### src/psp_pkg.sv
// Package: constants and types for the phrase sequence player
`default_nettype none
package psp_pkg;
  localparam int CLK_HZ = 100000000;
  // Item layout of one sequence table entry
  localparam int ITEM_W = 8;
  localparam int ITEMS_PER_ENTRY = 8;
  localparam int INDEX_W = 6;
  localparam logic [5:0] INDEX_MIN = 6'h01;
  localparam logic [5:0] INDEX_MAX = 6'h3F;
  // Item encoding: bit7 silence, bits5:0 phrase or silence units
  localparam int ITEM_SIL_BIT = 7;
  localparam logic [7:0] ITEM_END = 8'h00;
  // Timing
  localparam int SIL_UNIT_MS = 32;
  localparam int SIL_MAX_MS = 2016;
  localparam int STANDBY_TIMEOUT_MS = 250;
  localparam int DAC_RAMP_TIME_MS = 64;
  localparam int MS_CYCLES = CLK_HZ / 1000;
  localparam int SIL_UNIT_CYCLES = SIL_UNIT_MS * MS_CYCLES;
  localparam int STANDBY_CYCLES = STANDBY_TIMEOUT_MS * MS_CYCLES;
  localparam int RAMP_CYCLES = DAC_RAMP_TIME_MS * MS_CYCLES;
  localparam int DIV_MIN = 256;
  localparam int DIV_MAX = 1024;
  // DAC codes (10 bit)
  localparam logic [9:0] DAC_ZERO = 10'h000;
  localparam logic [9:0] DAC_MID = 10'h200;
  localparam int RAMP_STEPS = 512;

  typedef enum {ST_STANDBY, ST_RAMP_UP, ST_FETCH, ST_PLAY, ST_SILENCE,
    ST_IDLE, ST_RAMP_DOWN} psp_state_type;

  // Per-phrase header from voice storage
  typedef struct packed {
    logic nonlinear;
    logic [10:0] div_ratio;
    logic [15:0] start_addr;
    logic [15:0] length;
  } psp_phrase_type;

  typedef struct packed {
    logic playing;
    logic silent;
    logic standby;
    logic osc_run;
  } psp_status_type;
endpackage
`default_nettype wire

### src/psp_player.sv
// Phrase sequence player: table walk, silences, PCM output, standby
`default_nettype none
////////////////////////////////////////////////////////////////////////
module psp_player
  import psp_pkg::*;
#(
  parameter int STANDBY_CYC = psp_pkg::STANDBY_CYCLES,
  parameter int RAMP_CYC = psp_pkg::RAMP_CYCLES,
  parameter int SIL_UNIT_CYC = psp_pkg::SIL_UNIT_CYCLES
)(
  // Clock and reset
  input wire logic clock,
  input wire logic rst,
  // Playback request
  input wire logic play_req,
  input wire logic [psp_pkg::INDEX_W-1:0] play_index,
  // Sequence table read (combinational ROM)
  output logic [8:0] table_addr,
  input wire logic [psp_pkg::ITEM_W-1:0] table_item,
  // Phrase header read
  output logic [5:0] phrase_sel,
  input wire psp_pkg::psp_phrase_type phrase_hdr,
  // Sample storage read
  output logic sample_rd,
  output logic [15:0] sample_addr,
  input wire logic [7:0] sample_data,
  // Outputs
  output logic [9:0] analog_current_out,
  output psp_pkg::psp_status_type status
);
  import psp_pkg::*;

  psp_state_type state_r, state_nxt;
  logic [2:0] item_r;
  logic [5:0] index_r;
  logic [31:0] tmr_r;
  logic [10:0] div_r;
  logic [15:0] left_r;
  logic [9:0] dac_r;
  psp_phrase_type hdr_r;
  logic [8:0] taddr_r;
  logic [5:0] psel_r;
  logic rd_r;
  logic [15:0] saddr_r;
  psp_status_type status_r;
  logic load_r;
  logic [2:0] req_sync_r;
  logic [5:0] idx_sync_r [3];

  ////////////////////////////////////////////////////////////////////////
  // Nonlinear expansion: finer steps near centre
  function automatic logic [9:0] decode(input logic nl, input logic [7:0] s);
    logic [6:0] m;
    logic [9:0] mag;
    m = s[7] ? s[6:0] : ~s[6:0];
    mag = 10'h000;
    if (!nl)
      decode = {s, 2'b00};
    else
    begin
      if (m < 7'h40)
        mag = {3'b000, m};
      else if (m < 7'h60)
        mag = 10'h040 + {2'b00, m - 7'h40, 1'b0};
      else
        mag = 10'h080 + {1'b0, m - 7'h60, 2'b00};
      decode = s[7] ? DAC_MID + mag : DAC_MID - 10'h001 - mag;
    end
  endfunction

  // Request counts once stages two and three agree
  wire [5:0] idx_in = idx_sync_r[2];
  wire req_seen = req_sync_r[1] && req_sync_r[2] &&
    idx_sync_r[1] == idx_in;
  wire req_ok = req_seen && idx_in >= INDEX_MIN;
  wire item_sil = table_item[ITEM_SIL_BIT];
  wire item_end = table_item == ITEM_END;
  wire [5:0] sil_units = table_item[5:0];
  wire [31:0] ramp_step = RAMP_CYC / RAMP_STEPS;
  wire step_due = tmr_r >= ramp_step - 32'd1;
  wire at_mid = dac_r == DAC_MID;
  wire at_zero = dac_r == DAC_ZERO;
  wire last_item = item_r == 3'(ITEMS_PER_ENTRY - 1);
  wire div_wrap = div_r == hdr_r.div_ratio - 11'h001;
  wire unit_due = tmr_r >= 32'(SIL_UNIT_CYC - 1);
  wire play_done = state_r == ST_PLAY && !load_r && left_r == 16'h0000 &&
    div_wrap;
  wire sil_done = state_r == ST_SILENCE && left_r == 16'h0001 && unit_due;
  wire item_done = play_done || sil_done;

  ////////////////////////////////////////////////////////////////////////
  // Pin synchronisers; index crosses alongside the request
  always_ff @(posedge clock)
  begin
    req_sync_r <= {req_sync_r[1:0], play_req};
    idx_sync_r[0] <= play_index;
    idx_sync_r[1] <= idx_sync_r[0];
    idx_sync_r[2] <= idx_sync_r[1];
  end

  ////////////////////////////////////////////////////////////////////////
  always_comb
  begin
    state_nxt = state_r;
    unique case (state_r)
      ST_STANDBY: if (req_ok) state_nxt = ST_RAMP_UP;
      ST_RAMP_UP: if (at_mid) state_nxt = ST_FETCH;
      ST_FETCH:
        if (item_end) state_nxt = ST_IDLE;
        else if (item_sil) state_nxt = ST_SILENCE;
        else state_nxt = ST_PLAY;
      ST_PLAY, ST_SILENCE:
        if (item_done) state_nxt = last_item ? ST_IDLE : ST_FETCH;
      ST_IDLE:
        if (req_ok) state_nxt = ST_FETCH;
        else if (tmr_r >= 32'(STANDBY_CYC - 1)) state_nxt = ST_RAMP_DOWN;
      ST_RAMP_DOWN:
        if (req_ok) state_nxt = ST_RAMP_UP;
        else if (at_zero) state_nxt = ST_STANDBY;
    endcase
  end

  always_ff @(posedge clock)
  begin
    rd_r <= 1'b0;
    if (rst)
    begin
      state_r <= ST_STANDBY;
      item_r <= 3'h0;
      index_r <= 6'h00;
      tmr_r <= 32'h0;
      div_r <= 11'h000;
      left_r <= 16'h0000;
      dac_r <= DAC_ZERO;
      hdr_r <= '0;
      taddr_r <= 9'h000;
      psel_r <= 6'h00;
      saddr_r <= 16'h0000;
      status_r <= '0;
      load_r <= 1'b0;
    end
    else
    begin
      state_r <= state_nxt;
      tmr_r <= tmr_r + 32'h1;
      unique case (state_r)
        ST_STANDBY, ST_IDLE, ST_RAMP_DOWN:
        begin
          if (req_ok)
          begin
            index_r <= idx_in;
            item_r <= 3'h0;
            taddr_r <= {idx_in, 3'h0};
            tmr_r <= 32'h0;
          end
          if (state_r == ST_RAMP_DOWN && step_due)
          begin
            tmr_r <= 32'h0;
            if (!at_zero) dac_r <= dac_r - 10'h001;
          end
        end
        ST_RAMP_UP:
          if (step_due)
          begin
            tmr_r <= 32'h0;
            if (!at_mid) dac_r <= dac_r + 10'h001;
          end
        ST_FETCH:
        begin
          tmr_r <= 32'h0;
          load_r <= !item_end && !item_sil;
          if (item_sil)
            left_r <= {10'h000, sil_units};
        end
        ST_PLAY:
          if (load_r)
          begin
            // Header a cycle late: phrase_sel lags the table by one
            load_r <= 1'b0;
            hdr_r <= phrase_hdr;
            saddr_r <= phrase_hdr.start_addr;
            left_r <= phrase_hdr.length;
            div_r <= 11'h000;
          end
          else
          begin
            div_r <= div_r + 11'h001;
            if (div_wrap)
            begin
              div_r <= 11'h000;
              if (left_r == 16'h0000)
                dac_r <= DAC_MID;
              else
              begin
                rd_r <= 1'b1;
                dac_r <= decode(hdr_r.nonlinear, sample_data);
                saddr_r <= saddr_r + 16'h0001;
                left_r <= left_r - 16'h0001;
              end
            end
          end
        ST_SILENCE:
        begin
          dac_r <= DAC_MID;
          if (tmr_r >= 32'(SIL_UNIT_CYC - 1))
          begin
            tmr_r <= 32'h0;
            left_r <= left_r - 16'h0001;
          end
        end
        default: ;
      endcase
      // Item advance after phrase or silence ends
      if (item_done)
      begin
        tmr_r <= 32'h0;
        item_r <= item_r + 3'h1;
        taddr_r <= {index_r, item_r + 3'h1};
      end
      psel_r <= table_item[5:0];
      status_r.playing <= state_nxt inside {ST_FETCH, ST_PLAY, ST_SILENCE};
      status_r.silent <= state_nxt == ST_SILENCE;
      status_r.standby <= state_nxt == ST_STANDBY;
      status_r.osc_run <= state_nxt != ST_STANDBY;
    end
  end

  assign table_addr = taddr_r;
  assign phrase_sel = psel_r;
  assign sample_rd = rd_r;
  assign sample_addr = saddr_r;
  assign analog_current_out = dac_r;
  assign status = status_r;
endmodule // psp_player
`default_nettype wire

### config.mk
export PLATFORM = sky130hd
export DESIGN_NAME = psp_player
export DESIGN_NICKNAME = d
export VERILOG_FILES = /design/src/psp_pkg.sv /design/src/psp_player.sv
export SDC_FILE = /design/constraint.sdc
export NUM_CORES = 1
export LEC_CHECK = 0
export ABC_AREA = 0
export BUFFER_PORTS_ARGS = -buffer_cell sky130_fd_sc_hd__clkbuf_2
export CAP_MARGIN = 0
export CORE_ASPECT_RATIO = 0.75
export CORE_UTILIZATION = 23
export DETAILED_ROUTE_END_ITERATION = 10
export HOLD_SLACK_MARGIN = 0.12
export MAX_ROUTING_LAYER = met4
export RECOVER_POWER = 25
export SYNTH_ARGS = -nofsm -noshare
export SYNTH_HDL_FRONTEND = slang
export SYNTH_SLANG_ARGS = --single-unit
### constraint.sdc
create_clock -name clock -period 4.15 [get_ports clock]
set_input_delay 1.245 -clock clock [delete_from_list [all_inputs] [get_ports clock]]
set_output_delay 1.245 -clock clock [all_outputs]
set_load 0.05 [all_outputs]
# --- Word level (Yosys, flattened, before mapping) ---
# Memory sizes are Yosys's and may differ from the RTL's.
# Cells that the tools add are included.
classes:
  n_addsub: 14
  order_cmp: 6
  eq_ne: 29
  muxes: 54
  bitwise: 3
  reduce_logical: 37
ops:
  columns: ["operator", "count"]
  rows:
  - ["$mux 32", 11]
  - ["$pmux 32 s6", 1]
  - ["$mux 10", 17]
  - ["$eq 32x3->1 const B", 5]
  - ["$eq 32x2->1 const B", 4]
  - ["$mux 16", 8]
  - ["$pmux 32 s4", 1]
  - ["$eq 32x4->1 const B", 3]
  - ["$logic_not 32->1", 2]
  - ["$pmux 16 s3", 1]
  - ["$pmux 10 s4", 1]
  - ["$add 32x1->32 const B", 1]
  - ["$eq 32x1->1 const B", 1]
  - ["$ge 32x14->1 const B", 1]
  - ["$ge 32x22->1 const B", 1]
  - ["$ge 32x25->1 const B", 1]
  - ["$reduce_bool 32->1", 1]
  - ["$mux 9", 3]
  - ["$mux 11", 2]
  - ["$mux 3", 6]
  - ["$ne 2x2->1 const B", 9]
  - ["$add 16x1->16 const B", 1]
  - ["$eq 16x1->1 const B", 1]
  - ["$logic_not 16->1", 1]
  - ["other kinds (38)", 60]
totals:
  register_bits: 162
  ram_bits: 18
  input_bits: 69
  memories: 1
memory_table:
  columns: ["name", "words", "word_bits", "rd", "rd_clocked_by_memory_dff", "write_ports", "line", "text"]
  rows:
  - ["idx_sync_r", 3, 6, 3, 0, 3, "psp_player.sv:48", "logic [5:0] idx_sync_r [3];"]

# --- Logic depth before layout (Yosys ltp) ---
depth:
  word_depth: 19
  depth_mapped: 16
  depth_no_buf: 14

# --- Least setup slack after synthesis ---
# No wires, ideal clock.
synth_timing:
  path_type: "reg2reg"
  from: "reg state_r[17]"
  to: "reg dac_r[9], in the netlist analog_current_out[9]"
  setup_ns: 0.086
  t_arrival_ns: 3.601
  required_ns: 4.064
  slack_ns: 0.464
  stages_incl_launch_ff: 16
  period_less_slack_ns: 3.686
  path_cell_list: "dfxtp_1 nor4_1 and3_1 clkbuf_1 clkbuf_1 nand2_1 ha_1 a21o_1 a211oi_1 nor2_1 o41ai_1 o21ai_0 xor2_1 nand3_1 o21ai_0 a211oi_1"
synth_between:
  elab_chain_len: 4
  word_cells_on_any_way: 18
  classes_between: "eq/ne: 12; mux: 1; reduce/logical: 5"
synth_rtl:
  columns: ["element", "line", "text"]
  rows:
  - ["start, declared", "psp_player.sv:33", "psp_state_type state_r, state_nxt;"]
  - ["start signal, assigned", "psp_player.sv:144", "state_r <= state_nxt;"]
  - ["$eq 32x3->1 (tied with other cells)", "psp_player.sv:146", "unique case (state_r)"]
  - ["$reduce_or 3->1 / $logic_and 1x1->1 (equally long branches)", "psp_player.sv:146, psp_player.sv:156", null]
  - ["$reduce_bool 4->1 (no source line) / $ne 2x2->1 (equally long branches)", null, null]
  - ["$reduce_and 7->1 (no source line)", null, null]
  - ["end signal, assigned", "psp_player.sv:159", "if (!at_zero) dac_r <= dac_r - 10'h001;"]
  - ["end signal, assigned", "psp_player.sv:166", "if (!at_mid) dac_r <= dac_r + 10'h001;"]
  - ["end signal, assigned", "psp_player.sv:196", "dac_r <= decode(hdr_r.nonlinear, sample_data);"]
  - ["end, declared", "psp_player.sv:39", "logic [9:0] dac_r;"]
# Parallel ways exist; a longest one is shown, timed or not.
# A chain may end at the register's enable or synchronous reset.

# --- Final worst setup path ---
layout_timing:
  from: "reg state_r[4]"
  to: "reg dac_r[9], in the netlist analog_current_out[9]"
# Same word-level chain as after synthesis.

==> results.cfg <==
[placed_design]
dp_hpwl_um = 19300
port_buffers = 114
place_inst = 1688
dp_slack_ns = 0.705
place.gp.congestion = 0.887

[setup_path]
path_depth = 14
crit_family = compound AO/OA/AOI/OAI gates
criticalPathCategory = reg2reg
critPathBufInv = 0
regToRegStartpoint = state_r[4]
endpoint = analog_current_out[9]
reg2reg_depth = 14
r2r_slack_ns = 0.54
start_kind = register
crit_start = state_r[4]
worstPathMaxFanout = 5
cp_cell_sequence = nor4_1 -> and4_1 -> and3_1 -> nand2_1 -> ha_1 -> a21o_1 -> a211oi_1 -> nor2_1 -> o41ai_1 -> o21ai_0 -> xor2_1 -> o21a_1 -> nor2_1 -> a211oi_1
cp.required_ns = 4.39
max_stage_delay_ns = 0.41
cp.arrival_ns = 3.84
cpMaxStageDelayCell = o41ai_1
crit_path_end_kind = register
r2r-end = analog_current_out[9]

[floorplan]
core_area_sq_mm = 0.0376
die_area_sq_mm = 0.0395
die_h_um = 172
dieWidth_um = 229
start_util_pct = 23.7
io_pins = 115
row_count = 61

[global_route]
grt_usage_pct = 13.4
met3_usage_pct = 3.02
overflow = 0
antenna_found_initial = 1
grt_pass1_wl_um = 41000
grt_max_degree = 86
met1_usage_pct = 18.4
busiest_layer = met2
grt_pass1_vias = 7541
grt_util_met2_pct = 19.3

[timing]
fin_tns_setup_ns = 0
finalMaxSlewViolations = 86
finClkSkew_ns = 0.0106
finalCritPeriodShare_pct = 86.9
final-setup-viol-count = 0
worst_slack_ns = 0.544
rsz0062_at_grt = false
fmax_mhz = 277
maxSlewHeadroom_pct = -30.2
tightestPinTransition_ns = 1.95
hold_viol_final = 0
period_minus_slack_ns = 3.61

[drt]
vias = 8343
wire_per_inst_um = 15.1
dr.pass1.iters = 7
drc_errors = 0
vias_per_cell = 4.85
dr.first_iter.drc_count = 691
wirelength_um = 26100
ant_nets = 0

[finish]
nets = 1289
layout.cells.non_filler = 1721
area_growth_syn_to_layout_pct = 18.3
drive_gt1_share_pct = 14.3

[yosys]
synthTopCellsByArea = dfxtp_1 (40%), nor2_1 (6.0%), nand2_1 (5.5%)
synth_top_flop_cell = dfxtp_1
synth-edff-count = 0
synth_top_area_cell = dfxtp_1
synth_warnings = 0
synth_top_area_share_pct = 39.8
synth.most_common_cell = dfxtp_1
synth_nets = 1195
yosysSeqAreaShare_pct = 39.8
synthTopCellsByCount = dfxtp_1 (177), nor2_1 (142), nand2_1 (131)
async_reset_ff_share_pct = 0
syn_avg_cell_area_sq_um = 8.02
ys_ff_latch = 177
netlist_instances = 1109
netlist_area_sq_mm = 0.00889
synth_cell_types = 81

[job]
cap_violations = 1

[power]
vdd_drop_max_mv = 0.198
p_leak_nw = 4.14
power.density_mw_per_mm2 = 325

[clocking]
cts_max_level = 4
cts_buffers = 17
root_buffer = clkbuf_16
clockBufferDepth = 2
cts_setup_buffers = 0
cts_tree = built
cts_hold_buf = 0
cts_sinks = 177
ctsResizeCount = 0
clkLatencyLatePin_ns = 0.45
clkSlewWorstSetupHoldPaths_ns = 0.07

[hold_path]
min_path_type = reg2reg

[outcome]
violations = capacitance limit, slew limit
status = complete, but fails checks
-- report_power, final --
part / total, W / internal, W / switching [W]
combinational: 0.000163 / 0.0000555 / 0.000108
clock: 0.00152 / 0.000795 / 0.000727
sequential: 0.00173 / 0.00172 / 0.0000149
total: 0.00342 / 0.00257 / 0.000850
-- placed cells by master, fill, tap and decap left out, drive strengths merged, types with 7 or more instances in the layout --
master | netlist | layout
and3 | 39 | 39
a22o | 10 | 10
nor2b | 16 | 16
and2 | 27 | 27
xor2 | 31 | 31
buf | 10 | 17
o211a | 7 | 7
xnor2 | 33 | 33
nand2 | 131 | 131
inv | 23 | 29
a22oi | 7 | 7
a31oi | 15 | 15
nor4 | 23 | 23
a211oi | 13 | 13
nand3 | 40 | 40
o21ai | 57 | 57
o221ai | 8 | 8
clkbuf | 47 | 135
nand4 | 8 | 8
ha | 16 | 16
a21oi | 72 | 72
o211ai | 8 | 8
nor3 | 40 | 40
nor2 | 143 | 143
or3 | 9 | 9
dfxtp | 177 | 177
-- cell type report --
cell class	instances	area [sq um]
Tap cell	504	631
Clock buffer	20	447
Antenna cell	1	2.50
Clock inverter	12	100
Timing Repair Buffer	132	693
Multi-Input combinational cell	851	5020
Inverter	24	90.1
Sequential cell	177	3540
Fill cell	4106	27000
-- through the flow --
stage	total power, W	hold slack [ns]	util (%)	instance area, sq um
2_1_floorplan	0.00186	0.310	-	8890
3_5_place_dp	0.00194	0.314	26.6	9990
6_report	0.00342	0.328	28.0	10500
3_3_place_gp	0.00194	0.313	26.6	9990
4_1_cts	0.00345	0.331	28.0	10500
5_1_grt	0.00355	0.337	28.0	10500
-- metal layers --
| layer | wire, um | share of wire (%) |
|---|---|---|
| met5 | 0 | 0 |
| met3 | 1730 | 6.7 |
| met2 | 11100 | 43 |
| met1 | 12800 | 49 |
| met4 | 465 | 1.8 |
-- sequential cells by signal, indices dropped and copies added (netlist names), 4 cells and up --
register,flops
left_r,16
idx_sync_r,18
analog_current_out,10
phrase_sel,6
div_r,11
hdr_r,12
sample_addr,16
index_r,6
status,4
tmr_r,32
table_addr,7
state_r,32
-- kinds of logic after synthesis --
family | share of synthesized area, %
xor+xnor | 6.30
fa+ha+maj | 2.48
flops | 39.8
buf+inv | 3.77
mux | 0.464
simple gates | 27.6
compound gates | 19.6
-- how the worst min path moves through the flow --
stage                                 from           endpoint  cells after the start
after global placement    idx_sync_r[0][5]  idx_sync_r[0][11]                      0
after global routing         req_sync_r[0]      req_sync_r[1]                      0
after floorplan           idx_sync_r[0][4]  idx_sync_r[0][10]                      0
after CTS                 idx_sync_r[0][5]  idx_sync_r[0][11]                      0
after detailed placement  idx_sync_r[0][0]   idx_sync_r[0][6]                      0
final                     idx_sync_r[0][2]   idx_sync_r[0][8]                      0
Power figures use the tool's default switching activity.
